===== src/inc/pdt_pkg.sv =====
// register map, field positions and timing constants for the pwm unit
package pdt_pkg;
  localparam int unsigned ADDR_W = 6;
  // byte offsets of the registers
  localparam logic [5:0] OFS_CTRL = 6'h00;
  localparam logic [5:0] OFS_PERIOD = 6'h04;
  localparam logic [5:0] OFS_COMPARE = 6'h08;
  localparam logic [5:0] OFS_RISE = 6'h0c;
  localparam logic [5:0] OFS_FALL = 6'h10;
  localparam logic [5:0] OFS_BSTART = 6'h14;
  localparam logic [5:0] OFS_BWIDTH = 6'h18;
  localparam logic [5:0] OFS_STATUS = 6'h1c;
  localparam logic [5:0] OFS_COUNT = 6'h20;
  // control field positions
  localparam int unsigned CTL_RUN = 0;
  localparam int unsigned CTL_RSHADOW = 1;
  localparam int unsigned CTL_FSHADOW = 2;
  localparam int unsigned CTL_TRIPEN = 3;
  localparam int unsigned CTL_SOCEN = 4;
  localparam int unsigned CTL_BLANKEN = 5;
  localparam int unsigned CTL_W = 6;
  // status field positions
  localparam int unsigned STS_TRIP = 0;
  localparam int unsigned STS_BLANK = 1;
  localparam int unsigned STS_HALT = 2;
  // reset values
  localparam logic [5:0] CTRL_RST = 6'h00;
  localparam logic [15:0] PERIOD_RST = 16'hffff;
  // cycles at window start during which trips still pass
  localparam logic [1:0] BLANK_LAG = 2'h3;
endpackage


===== src/core/pdt_pwm.sv =====
// pwm unit with dead-band, trip blanking and avalon-mm registers
module pdt_pwm
  import pdt_pkg::*;
#(
  parameter bit UNIT_IS_SEVEN = 1'b0,
  parameter int unsigned CNT_W = 16,
  parameter int unsigned DB_W = 10
)
(
  input wire logic clk_sys,
  input wire logic rst,
  input wire logic [ADDR_W-1:0] avs_address,
  input wire logic avs_read,
  input wire logic avs_write,
  input wire logic [31:0] avs_writedata,
  output logic [31:0] avs_readdata,
  output logic avs_waitrequest,
  input wire logic core_idle,
  input wire logic debug_halt,
  input wire logic raw_compare_event,
  output logic pwm_a,
  output logic pwm_b,
  output logic filtered_compare_event,
  output logic converter_start
);
  logic [2:0] sync1_reg, sync2_reg;
  logic ack_reg;
  logic [31:0] rdata_reg;
  logic [CTL_W-1:0] ctrl_reg;
  logic [CNT_W-1:0] period_reg, compare_reg, count_reg;
  logic [CNT_W-1:0] bstart_reg, bwidth_reg, bcnt_reg;
  logic [1:0] age_reg;
  logic [DB_W-1:0] rise_sh_reg, fall_sh_reg, rise_act_reg, fall_act_reg;
  logic [DB_W-1:0] rise_cnt_reg, fall_cnt_reg;
  logic trip_reg, filt_prev_reg, soc_reg, pa_reg, pb_reg;

  // two-flop synchronisers for the pins
  always_ff @(posedge clk_sys or posedge rst)
  begin
    if (rst)
    begin
      sync1_reg <= 3'h0;
      sync2_reg <= 3'h0;
    end
    else
    begin
      sync1_reg <= {raw_compare_event, debug_halt, core_idle};
      sync2_reg <= sync1_reg;
    end
  end

  // bus decode: one wait cycle, writes take effect at ack, reads sample the mux in the wait cycle
  wire req = avs_read | avs_write;
  wire wr_go = avs_write & ack_reg;
  wire wr_ctrl = wr_go & (avs_address == OFS_CTRL);
  wire wr_period = wr_go & (avs_address == OFS_PERIOD);
  wire wr_compare = wr_go & (avs_address == OFS_COMPARE);
  wire wr_rise = wr_go & (avs_address == OFS_RISE);
  wire wr_fall = wr_go & (avs_address == OFS_FALL);
  wire wr_bstart = wr_go & (avs_address == OFS_BSTART);
  wire wr_bwidth = wr_go & (avs_address == OFS_BWIDTH);
  wire wr_status = wr_go & (avs_address == OFS_STATUS);
  assign avs_waitrequest = req & ~ack_reg;
  assign avs_readdata = rdata_reg;

  // core clock gate: seventh unit stops on idle or halt
  wire core_stopped = sync2_reg[0] | sync2_reg[1];
  wire halted = UNIT_IS_SEVEN & core_stopped;
  wire run = ctrl_reg[CTL_RUN] & ~halted;
  wire wrap = run & (count_reg >= period_reg);
  wire load_evt = wrap; // counter returns to zero
  wire raw_pwm = count_reg < compare_reg;

  // blanking window and trip filtering
  wire blank_start = run & ctrl_reg[CTL_BLANKEN] & (count_reg == bstart_reg);
  wire blank_open = bcnt_reg != '0;
  wire mask = blank_open & (age_reg == BLANK_LAG);
  wire raw_evt = sync2_reg[2];
  wire filt = raw_evt & ~mask;
  wire trip_set = filt & ctrl_reg[CTL_TRIPEN];
  wire trip_clr = wr_status & avs_writedata[STS_TRIP];

  // read mux
  logic [31:0] rmux;
  always_comb
  begin
    rmux = 32'h0;
    case (avs_address)
      OFS_CTRL: rmux = 32'(ctrl_reg);
      OFS_PERIOD: rmux = 32'(period_reg);
      OFS_COMPARE: rmux = 32'(compare_reg);
      OFS_RISE: rmux = 32'(rise_sh_reg);
      OFS_FALL: rmux = 32'(fall_sh_reg);
      OFS_BSTART: rmux = 32'(bstart_reg);
      OFS_BWIDTH: rmux = 32'(bwidth_reg);
      OFS_STATUS: rmux = 32'({halted, blank_open, trip_reg});
      OFS_COUNT: rmux = 32'(count_reg);
      default: rmux = 32'h0;
    endcase
  end

  // bus handshake and read data
  always_ff @(posedge clk_sys or posedge rst)
  begin
    if (rst)
    begin
      ack_reg <= 1'b0;
      rdata_reg <= 32'h0;
    end
    else
    begin
      ack_reg <= req & ~ack_reg;
      if (avs_read & ~ack_reg)
        rdata_reg <= rmux;
    end
  end

  // configuration registers
  always_ff @(posedge clk_sys or posedge rst)
  begin
    if (rst)
    begin
      ctrl_reg <= CTRL_RST;
      period_reg <= PERIOD_RST;
      compare_reg <= '0;
      bstart_reg <= '0;
      bwidth_reg <= '0;
      rise_sh_reg <= '0;
      fall_sh_reg <= '0;
    end
    else
    begin
      if (wr_ctrl) ctrl_reg <= avs_writedata[CTL_W-1:0];
      if (wr_period) period_reg <= avs_writedata[CNT_W-1:0];
      if (wr_compare) compare_reg <= avs_writedata[CNT_W-1:0];
      if (wr_bstart) bstart_reg <= avs_writedata[CNT_W-1:0];
      if (wr_bwidth) bwidth_reg <= avs_writedata[CNT_W-1:0];
      if (wr_rise) rise_sh_reg <= avs_writedata[DB_W-1:0];
      if (wr_fall) fall_sh_reg <= avs_writedata[DB_W-1:0];
    end
  end

  // active delays: immediate on write, shadow at load event
  always_ff @(posedge clk_sys or posedge rst)
  begin
    if (rst)
    begin
      rise_act_reg <= '0;
      fall_act_reg <= '0;
    end
    else
    begin
      if (wr_rise & ~ctrl_reg[CTL_RSHADOW])
        rise_act_reg <= avs_writedata[DB_W-1:0];
      else if (load_evt & ctrl_reg[CTL_RSHADOW])
        rise_act_reg <= rise_sh_reg;
      if (wr_fall & ~ctrl_reg[CTL_FSHADOW])
        fall_act_reg <= avs_writedata[DB_W-1:0];
      else if (load_evt & ctrl_reg[CTL_FSHADOW])
        fall_act_reg <= fall_sh_reg;
    end
  end

  // counter, window, dead-band counters; all frozen when not running
  always_ff @(posedge clk_sys or posedge rst)
  begin
    if (rst)
    begin
      count_reg <= '0;
      bcnt_reg <= '0;
      age_reg <= 2'h0;
      rise_cnt_reg <= '0;
      fall_cnt_reg <= '0;
    end
    else if (run)
    begin
      count_reg <= wrap ? '0 : count_reg + 1'b1;
      if (blank_start)
      begin
        bcnt_reg <= bwidth_reg;
        age_reg <= 2'h0;
      end
      else if (blank_open)
      begin
        bcnt_reg <= bcnt_reg - 1'b1;
        if (age_reg != BLANK_LAG) age_reg <= age_reg + 1'b1;
      end
      rise_cnt_reg <= !raw_pwm ? '0 :
        (rise_cnt_reg < rise_act_reg) ? rise_cnt_reg + 1'b1 : rise_cnt_reg;
      fall_cnt_reg <= raw_pwm ? '0 :
        (fall_cnt_reg < fall_act_reg) ? fall_cnt_reg + 1'b1 : fall_cnt_reg;
    end
  end

  // outputs, trip flag and converter trigger
  wire pa_next = raw_pwm & (rise_cnt_reg >= rise_act_reg) & ~trip_reg;
  wire pb_next = ~raw_pwm & (fall_cnt_reg >= fall_act_reg) & ~trip_reg;
  always_ff @(posedge clk_sys or posedge rst)
  begin
    if (rst)
    begin
      trip_reg <= 1'b0;
      filt_prev_reg <= 1'b0;
      soc_reg <= 1'b0;
      pa_reg <= 1'b0;
      pb_reg <= 1'b0;
    end
    else
    begin
      trip_reg <= trip_set | (trip_reg & ~trip_clr);
      filt_prev_reg <= filt;
      soc_reg <= filt & ~filt_prev_reg & ctrl_reg[CTL_SOCEN];
      pa_reg <= run & pa_next & ~trip_set;
      pb_reg <= run & pb_next & ~trip_set;
    end
  end
  assign pwm_a = pa_reg;
  assign pwm_b = pb_reg;
  assign filtered_compare_event = filt;
  assign converter_start = soc_reg;
endmodule


===== config.mk =====
export PLATFORM = sky130hd
export DESIGN_NAME = pdt_pwm
export DESIGN_NICKNAME = d
export VERILOG_FILES = /design/src/inc/pdt_pkg.sv /design/src/core/pdt_pwm.sv
export SDC_FILE = /design/constraint.sdc
export NUM_CORES = 1
export LEC_CHECK = 0
export ABC_CLOCK_PERIOD_IN_PS = 8950
export BUFFER_PORTS_ARGS = -buffer_cell sky130_fd_sc_hd__buf_2
export CAP_MARGIN = 0
export CORE_MARGIN = 5
export CORE_UTILIZATION = 62
export CTS_CLUSTER_SIZE = 20
export DETAILED_ROUTE_END_ITERATION = 8
export GPL_TIMING_DRIVEN = 0
export PLACE_DENSITY_LB_ADDON = 0.1
export SLEW_MARGIN = 40
export SYNTH_ARGS = -nofsm -noshare
export SYNTH_HDL_FRONTEND = slang
export SYNTH_SLANG_ARGS = --single-unit

===== constraint.sdc =====
create_clock -name clk_sys -period 8.95 [get_ports clk_sys]
set_input_delay 0.4475 -clock clk_sys [delete_from_list [all_inputs] [get_ports clk_sys]]
set_output_delay 0.4475 -clock clk_sys [all_outputs]
set_load 0.005 [all_outputs]

# After elaboration in Yosys (flattened, before gate mapping)
# Cells that the tools add are included.
[word_totals] mem_count=0 latchBits=0 ramBits=0 word_cells=116 romBits=0 register_bits=208 out_inout_bits=37
[op_classes] mul=0 shift=0 n_reduce_logical=11 bitwise_logic=44 muxes=15 n_div=0 addsub=5 n_eq_ne=12 order_cmp=6
[op_table] operator="$pmux W16 S9" n=1
[op_table] operator="$mux W10" n=8
[op_table] operator="$mux W16" n=3
[op_table] operator="$and A1 B1 Y1" n=33
[op_table] operator="$eq A6 B5 Y1 const B" n=4
[op_table] operator="$add A10 B1 Y10 const B" n=2
[op_table] operator="$ge A10 B10 Y1" n=2
[op_table] operator="$lt A10 B10 Y1" n=2
[op_table] operator="$add A16 B1 Y16 const B" n=1
[op_table] operator="$eq A16 B16 Y1" n=1
[op_table] operator="$ge A16 B16 Y1" n=1
[op_table] operator="$lt A16 B16 Y1" n=1
[op_table] operator="$reduce_bool A16 Y1" n=1
[op_table] operator="$sub A16 B1 Y16 const B" n=1
[op_table] operator="$eq A6 B4 Y1 const B" n=2
[op_table] operator="$reduce_bool A2 Y1" n=5
[op_table] operator="$not A1 Y1" n=9
[op_table] operator="$eq A6 B3 Y1 const B" n=1
[op_table] operator="$eq A6 B6 Y1 const B" n=1
[op_table] operator="$logic_not A6 Y1" n=1
[op_table] operator="$mux W2" n=3
[op_table] operator="$reduce_and A2 Y1" n=3
[op_table] operator="$reduce_and A3 Y1" n=1
[op_table] operator="$add A2 B1 Y2 const B" n=1
[op_table] operator="4 further kinds" n=5

# Longest topological paths before layout
[logic_depth] word_depth=7 ltp_mapped=9 depth_no_buf=8

# Worst setup path after synthesis
# Ideal clock, no wire load.
[synth_timing] path_type="register -> register" from="register period_reg[0]" to="register rise_act_reg[0]" path_slack_ps=6383 path_buffers=1 path_stages_with_launch=9 t_arrival_ps=2445 setup_ps=123 synth_period_minus_slack_ps=2567 t_required_ps=8827 cell_sequence="dfstp_2 > ha_1 > nand2b_1 > a2111o_1 > a311o_1 > o211ai_2 > nand2b_1 > buf_4 > o221a_2"
[synth_via] elab_chain_cells=4
[synth_rtl] item="from (decl)" line_no="pdt_pwm.sv:30" source="logic [CNT_W-1:0] period_reg, compare_reg, count_reg;"
[synth_rtl] item="from (signal assigned)" line_no="pdt_pwm.sv:134" source="if (wr_period) period_reg <= avs_writedata[CNT_W-1:0];"
[synth_rtl] item="$ge A16 B16 Y1" line_no="pdt_pwm.sv:70" source="wire wrap = run & (count_reg >= period_reg);"
[synth_rtl] item="$and A1 B1 Y1" line_no="pdt_pwm.sv:70"
[synth_rtl] item="$and A1 B1 Y1" line_no="pdt_pwm.sv:155" source="else if (load_evt & ctrl_reg[CTL_RSHADOW])"
[synth_rtl] item="$reduce_bool A2 Y1 (no line)"
[synth_rtl] item="to (signal assigned)" line_no="pdt_pwm.sv:154" source="rise_act_reg <= avs_writedata[DB_W-1:0];"
[synth_rtl] item="to (signal assigned)" line_no="pdt_pwm.sv:156" source="rise_act_reg <= rise_sh_reg;"
[synth_rtl] item="to (decl)" line_no="pdt_pwm.sv:33" source="logic [DB_W-1:0] rise_sh_reg, fall_sh_reg, rise_act_reg, fall_act_reg;"
# Every way passes these cells.
# A chain may end at the register's enable or synchronous reset.

# Worst setup path after layout
[layout_timing] from="register bcnt_reg[9]" to="output port filtered_compare_event"
[layout_via] elab_chain_cells=4
[layout_rtl] item="from (decl)" line_no="pdt_pwm.sv:31" source="logic [CNT_W-1:0] bstart_reg, bwidth_reg, bcnt_reg;"
[layout_rtl] item="from (signal assigned)" line_no="pdt_pwm.sv:180" source="bcnt_reg <= bwidth_reg;"
[layout_rtl] item="from (signal assigned)" line_no="pdt_pwm.sv:185" source="bcnt_reg <= bcnt_reg - 1'b1;"
[layout_rtl] item="$reduce_bool A16 Y1" line_no="pdt_pwm.sv:76" source="wire blank_open = bcnt_reg != '0;"
[layout_rtl] item="$and A1 B1 Y1" line_no="pdt_pwm.sv:77" source="wire mask = blank_open & (age_reg == BLANK_LAG);"
[layout_rtl] item="$not A1 Y1" line_no="pdt_pwm.sv:79" source="wire filt = raw_evt & ~mask;"
[layout_rtl] item="$and A1 B1 Y1" line_no="pdt_pwm.sv:79"
[layout_rtl] item="to (decl)" line_no="pdt_pwm.sv:23" source="output logic filtered_compare_event,"
# Every way passes these cells.

==> summary by stage <==
Outcome
The flow ran to the end, but the final reports show violations. The final reports fail on DRC.

STA
The number of setup violations in the final report is 0. Setup repair after global routing left no endpoint under its margin. Subtracting the final worst setup slack from the clock period gives 3.16 ns. Of the available clock period, the critical path in the final layout requires 0.353. Headroom to the max-slew limit came out at 0.389. Timing would allow up to 316 MHz.

The worst-case clock skew is 0.00982 ns. The final max-slew violation count came to 0. The slew at the pin closest to its max-slew limit is 0.914 ns. The post-route setup TNS is 0 ns. The number of hold violations in the final report was 0.

Yosys
The number of synthesized flops with an enable pin is 0. A synthesized cell averages 10.8 um2. Ranked by total cell area, the synthesized netlist is headed by sky130_fd_sc_hd__dfrtp_1 (41%), sky130_fd_sc_hd__mux2_2 (11%), sky130_fd_sc_hd__ha_1 (6.7%). Yosys printed 0 warnings.

The cell type with the largest total area after synthesis is sky130_fd_sc_hd__dfrtp_1. The cell area that synthesis handed to floorplanning was 0.0104 mm2. After synthesis the netlist holds a flip-flop and latch count of 188.

Synthesis produced a netlist whose cell count is 958. The proportion of register bits with asynchronous set or reset after synthesis is 1.00. For this run, the leading register cell type out of synthesis is sky130_fd_sc_hd__dfrtp_1. Synthesis instantiated 76 different standard cells from the library. The portion of the post-synthesis area used by sequential elements is 0.455. The share of the synthesized area in the top cell type is 0.414.

Cells and area
The antenna diode count is 0. Compared with the post-synthesis result, the final layout area differs by 12.2%. The share of layout cells above drive strength 1 is 0.242.

In the layout the commonest cells are sky130_fd_sc_hd__dfrtp_1 (172), sky130_fd_sc_hd__mux2_2 (103), sky130_fd_sc_hd__inv_1 (66), sky130_fd_sc_hd__ha_1 (56), sky130_fd_sc_hd__buf_2 (54). The post-layout utilization of the core is 0.705. The final net count is 1,141. Summing all multi-input logic gate instances after layout gives 0.00517 mm2. Leaving out fill and tap cells, the most frequent cell in the layout is sky130_fd_sc_hd__dfrtp_1. Summing all flip-flop and latch instances after layout gives 0.00472 mm2. The fill cell instance count of the final layout is 1,240.

Floorplanning
The vertical die dimension is 139 um. The initialized floorplan defines 47 standard-cell rows. For this configuration, the core starts out at a cell density of 0.629. During I/O placement, the number of pins put on the boundary was 82. The floorplan step defined a die boundary enclosing 0.0194 mm2. The core region is 0.0165 mm2. The width of the chip is 139 um.

Clock network
The TritonCTS clock tree is built. In this run, post-CTS repair resized a total of 0 instances. In this run, post-CTS hold repair placed 0 buffers. The clock tree root buffer cell is sky130_fd_sc_hd__clkbuf_16. Clock tree synthesis inserted a total of 17 buffers. The tree built by TritonCTS fans out to 188 sinks. The clock reaches the later pin of the worst-skew pair after 0.44 ns. The H-tree was split into 4 levels. After clock tree synthesis, the clock-pin slew on the worst setup and hold paths is 0.07 ns. The number of buffers on the longest clock path is 2. Once the clock tree was built, the setup fixing pass inserted 0 buffers.

Critical path
The cell count of the worst reg-to-reg path is 9. The required arrival time at the worst endpoint is 8.50 ns. The reg-to-reg setup timing slack is 5.94 ns. The data arrival time of the critical path is 2.71 ns. Broken down by cell family, the worst path's largest delay share belongs to simple AND/OR/NAND/NOR gates. The nature of the critical path endpoint is an output pin.

Traced cell by cell, the critical path runs through or4_4 > or4_1 > or2_1 > buf_6 > a21boi_2 > buf_2. The count of buffering cells on the critical path with inverters included is 2. On the critical path, the stage with the largest delay is an instance of sky130_fd_sc_hd__or4_4. The delay of the slowest cell on the worst path is 0.58 ns. The startpoint identified for the worst register-to-register timing path is count_reg[0].

The worst setup path is of the register to output pin kind. In this run the worst path has a maximum fanout of 9. The worst register-to-register path ends at rise_act_reg[1].

The sort of element at the start of the critical path is a register.

Global routing
The largest net degree at the start of global routing is 82. For this run, global-route usage on met1 was measured as 0.418. For this run, global-route usage on met3 was measured as 0.0631. The number of global-route vias before repair is 7,933.

The met2 layer usage reported by global route is 0.443. The first global-routing pass estimated 44,100 um of wire. After global routing, the most crowded layer is met2. The aggregate global-route resource usage is 0.291. For this run the aggregate overflow at the end of global routing stands at 0.

The number of antenna violations at the first check in global routing was 0.

Drt
The detailed router placed 8,074 vias in this run. The first TritonRoute pass finished after 9 iterations. In the final routed layout, each cell accounts on average for 22.0 um. For this block, the initial DRC count from the detailed router was 791.

After detailed routing, the number of vias per cell comes to 6.34. After detailed routing, the total wire length is 28,000 um. In the routed design, unresolved DRC markers number 2.

The post-detailed-route count of antenna-violating nets is 0.

Power
The power density over cell area is 205 mW/mm2. The worst-case vdd ir drop is 156 uV. The static leakage is 0.00539 uW.

Power comes to 2390 uW.

Job
The tool flagged a number of max-cap violations equal to 0.

Placement
The weighted congestion reported at the end of routability-driven placement is 0.944. Buffers placed on the I/O ports in this run total 46. Once detailed placement completed, the half-perimeter wirelength came to 20,200 um.

Worst hold path
The tightest min-delay check is of the input pin to asynchronous set/reset pin type.
## layer usage
layer,vias up,wire length (um),share of wire
li1,3666,-,-
met4,0,675,0.024
met3,44,2450,0.088
met2,357,12700,0.45
met5,-,0,0
met1,4007,12200,0.44
## report_power, final
| group | internal [uW] | switching (uW) |
|---|---|---|
| Combinational | 234 | 276 |
| Sequential | 962 | 109 |
| Clock | 483 | 328 |
## kinds of logic (layout without fill, tap and decap cells)
logic type,count (synthesis),in the layout,share of synthesized area
flip-flops,188,188,0.455
adder cells (fa/ha/maj),56,56,0.0675
other,1,16,0.000361
buffers and inverters,128,208,0.0542
multiplexers,115,115,0.123
AND/OR/NAND/NOR,227,227,0.116
XOR/XNOR,38,38,0.0320
AO/OA/AOI/OAI,205,205,0.151
## worst reg2reg max path, delay by kind of cell, from the launching register on
| kind | cells | cell delay (ns) |
|---|---|---|
| AND/OR/NAND/NOR | 2 | 0.25 |
| flip-flops | 1 | 0.49 |
| AO/OA/AOI/OAI | 4 | 1.62 |
| buffers and inverters | 2 | 0.28 |
| adder cells (fa/ha/maj) | 1 | 0.27 |
## cell type report
cell class	count	area share
clock inverters	10	0.0141
repair buffers	48	0.0245
inverters	68	0.0225
clock buffers	22	0.0398
well taps	220	0.0236
flip-flops and latches	188	0.405
multi-input cells	657	0.444
plain buffers	60	0.0264
## metrics by stage
step | hold slack (ns) | cells | worst slack, ns | area [um2]
after floorplan | 0.331 | 973 | 3.42 | 10400
after global placement | 0.337 | 1239 | 1.28 | 10900
after detailed placement | 0.337 | 1241 | 5.99 | 11000
after CTS | 0.00888 | 1273 | 5.79 | 11700
after global routing | 0.0295 | 1273 | 5.52 | 11700
final | 0.00221 | 1273 | 5.79 | 11700
## synthesized netlist by cell type, drive strengths merged (11+ instances only)
master	n
dfrtp	172
mux2	103
inv	68
ha	56
nand2	47
nor2	45
clkbuf	33
xnor2	28
buf	27
a21oi	26
nand3	24
o21ai	22
nand4	21
a22oi	20
nor3	20
a21o	17
dfstp	16
nand2b	14
o21a	14
mux2i	12
a31oi	11
## worst max path at each step
stage                             from                      to  slack (ns)  depth (start not counted)
after floorplan                    rst                 ack_reg        3.42                          1
after global placement             rst         fall_cnt_reg[3]        1.28                          2
after detailed placement  count_reg[0]         rise_act_reg[7]        5.99                          9
after CTS                  bcnt_reg[9]  filtered_compare_event        5.79                          6
after global routing       bcnt_reg[0]  filtered_compare_event        5.52                          8
final                      bcnt_reg[9]  filtered_compare_event        5.79                          6
Power figures use the tool's default switching activity.
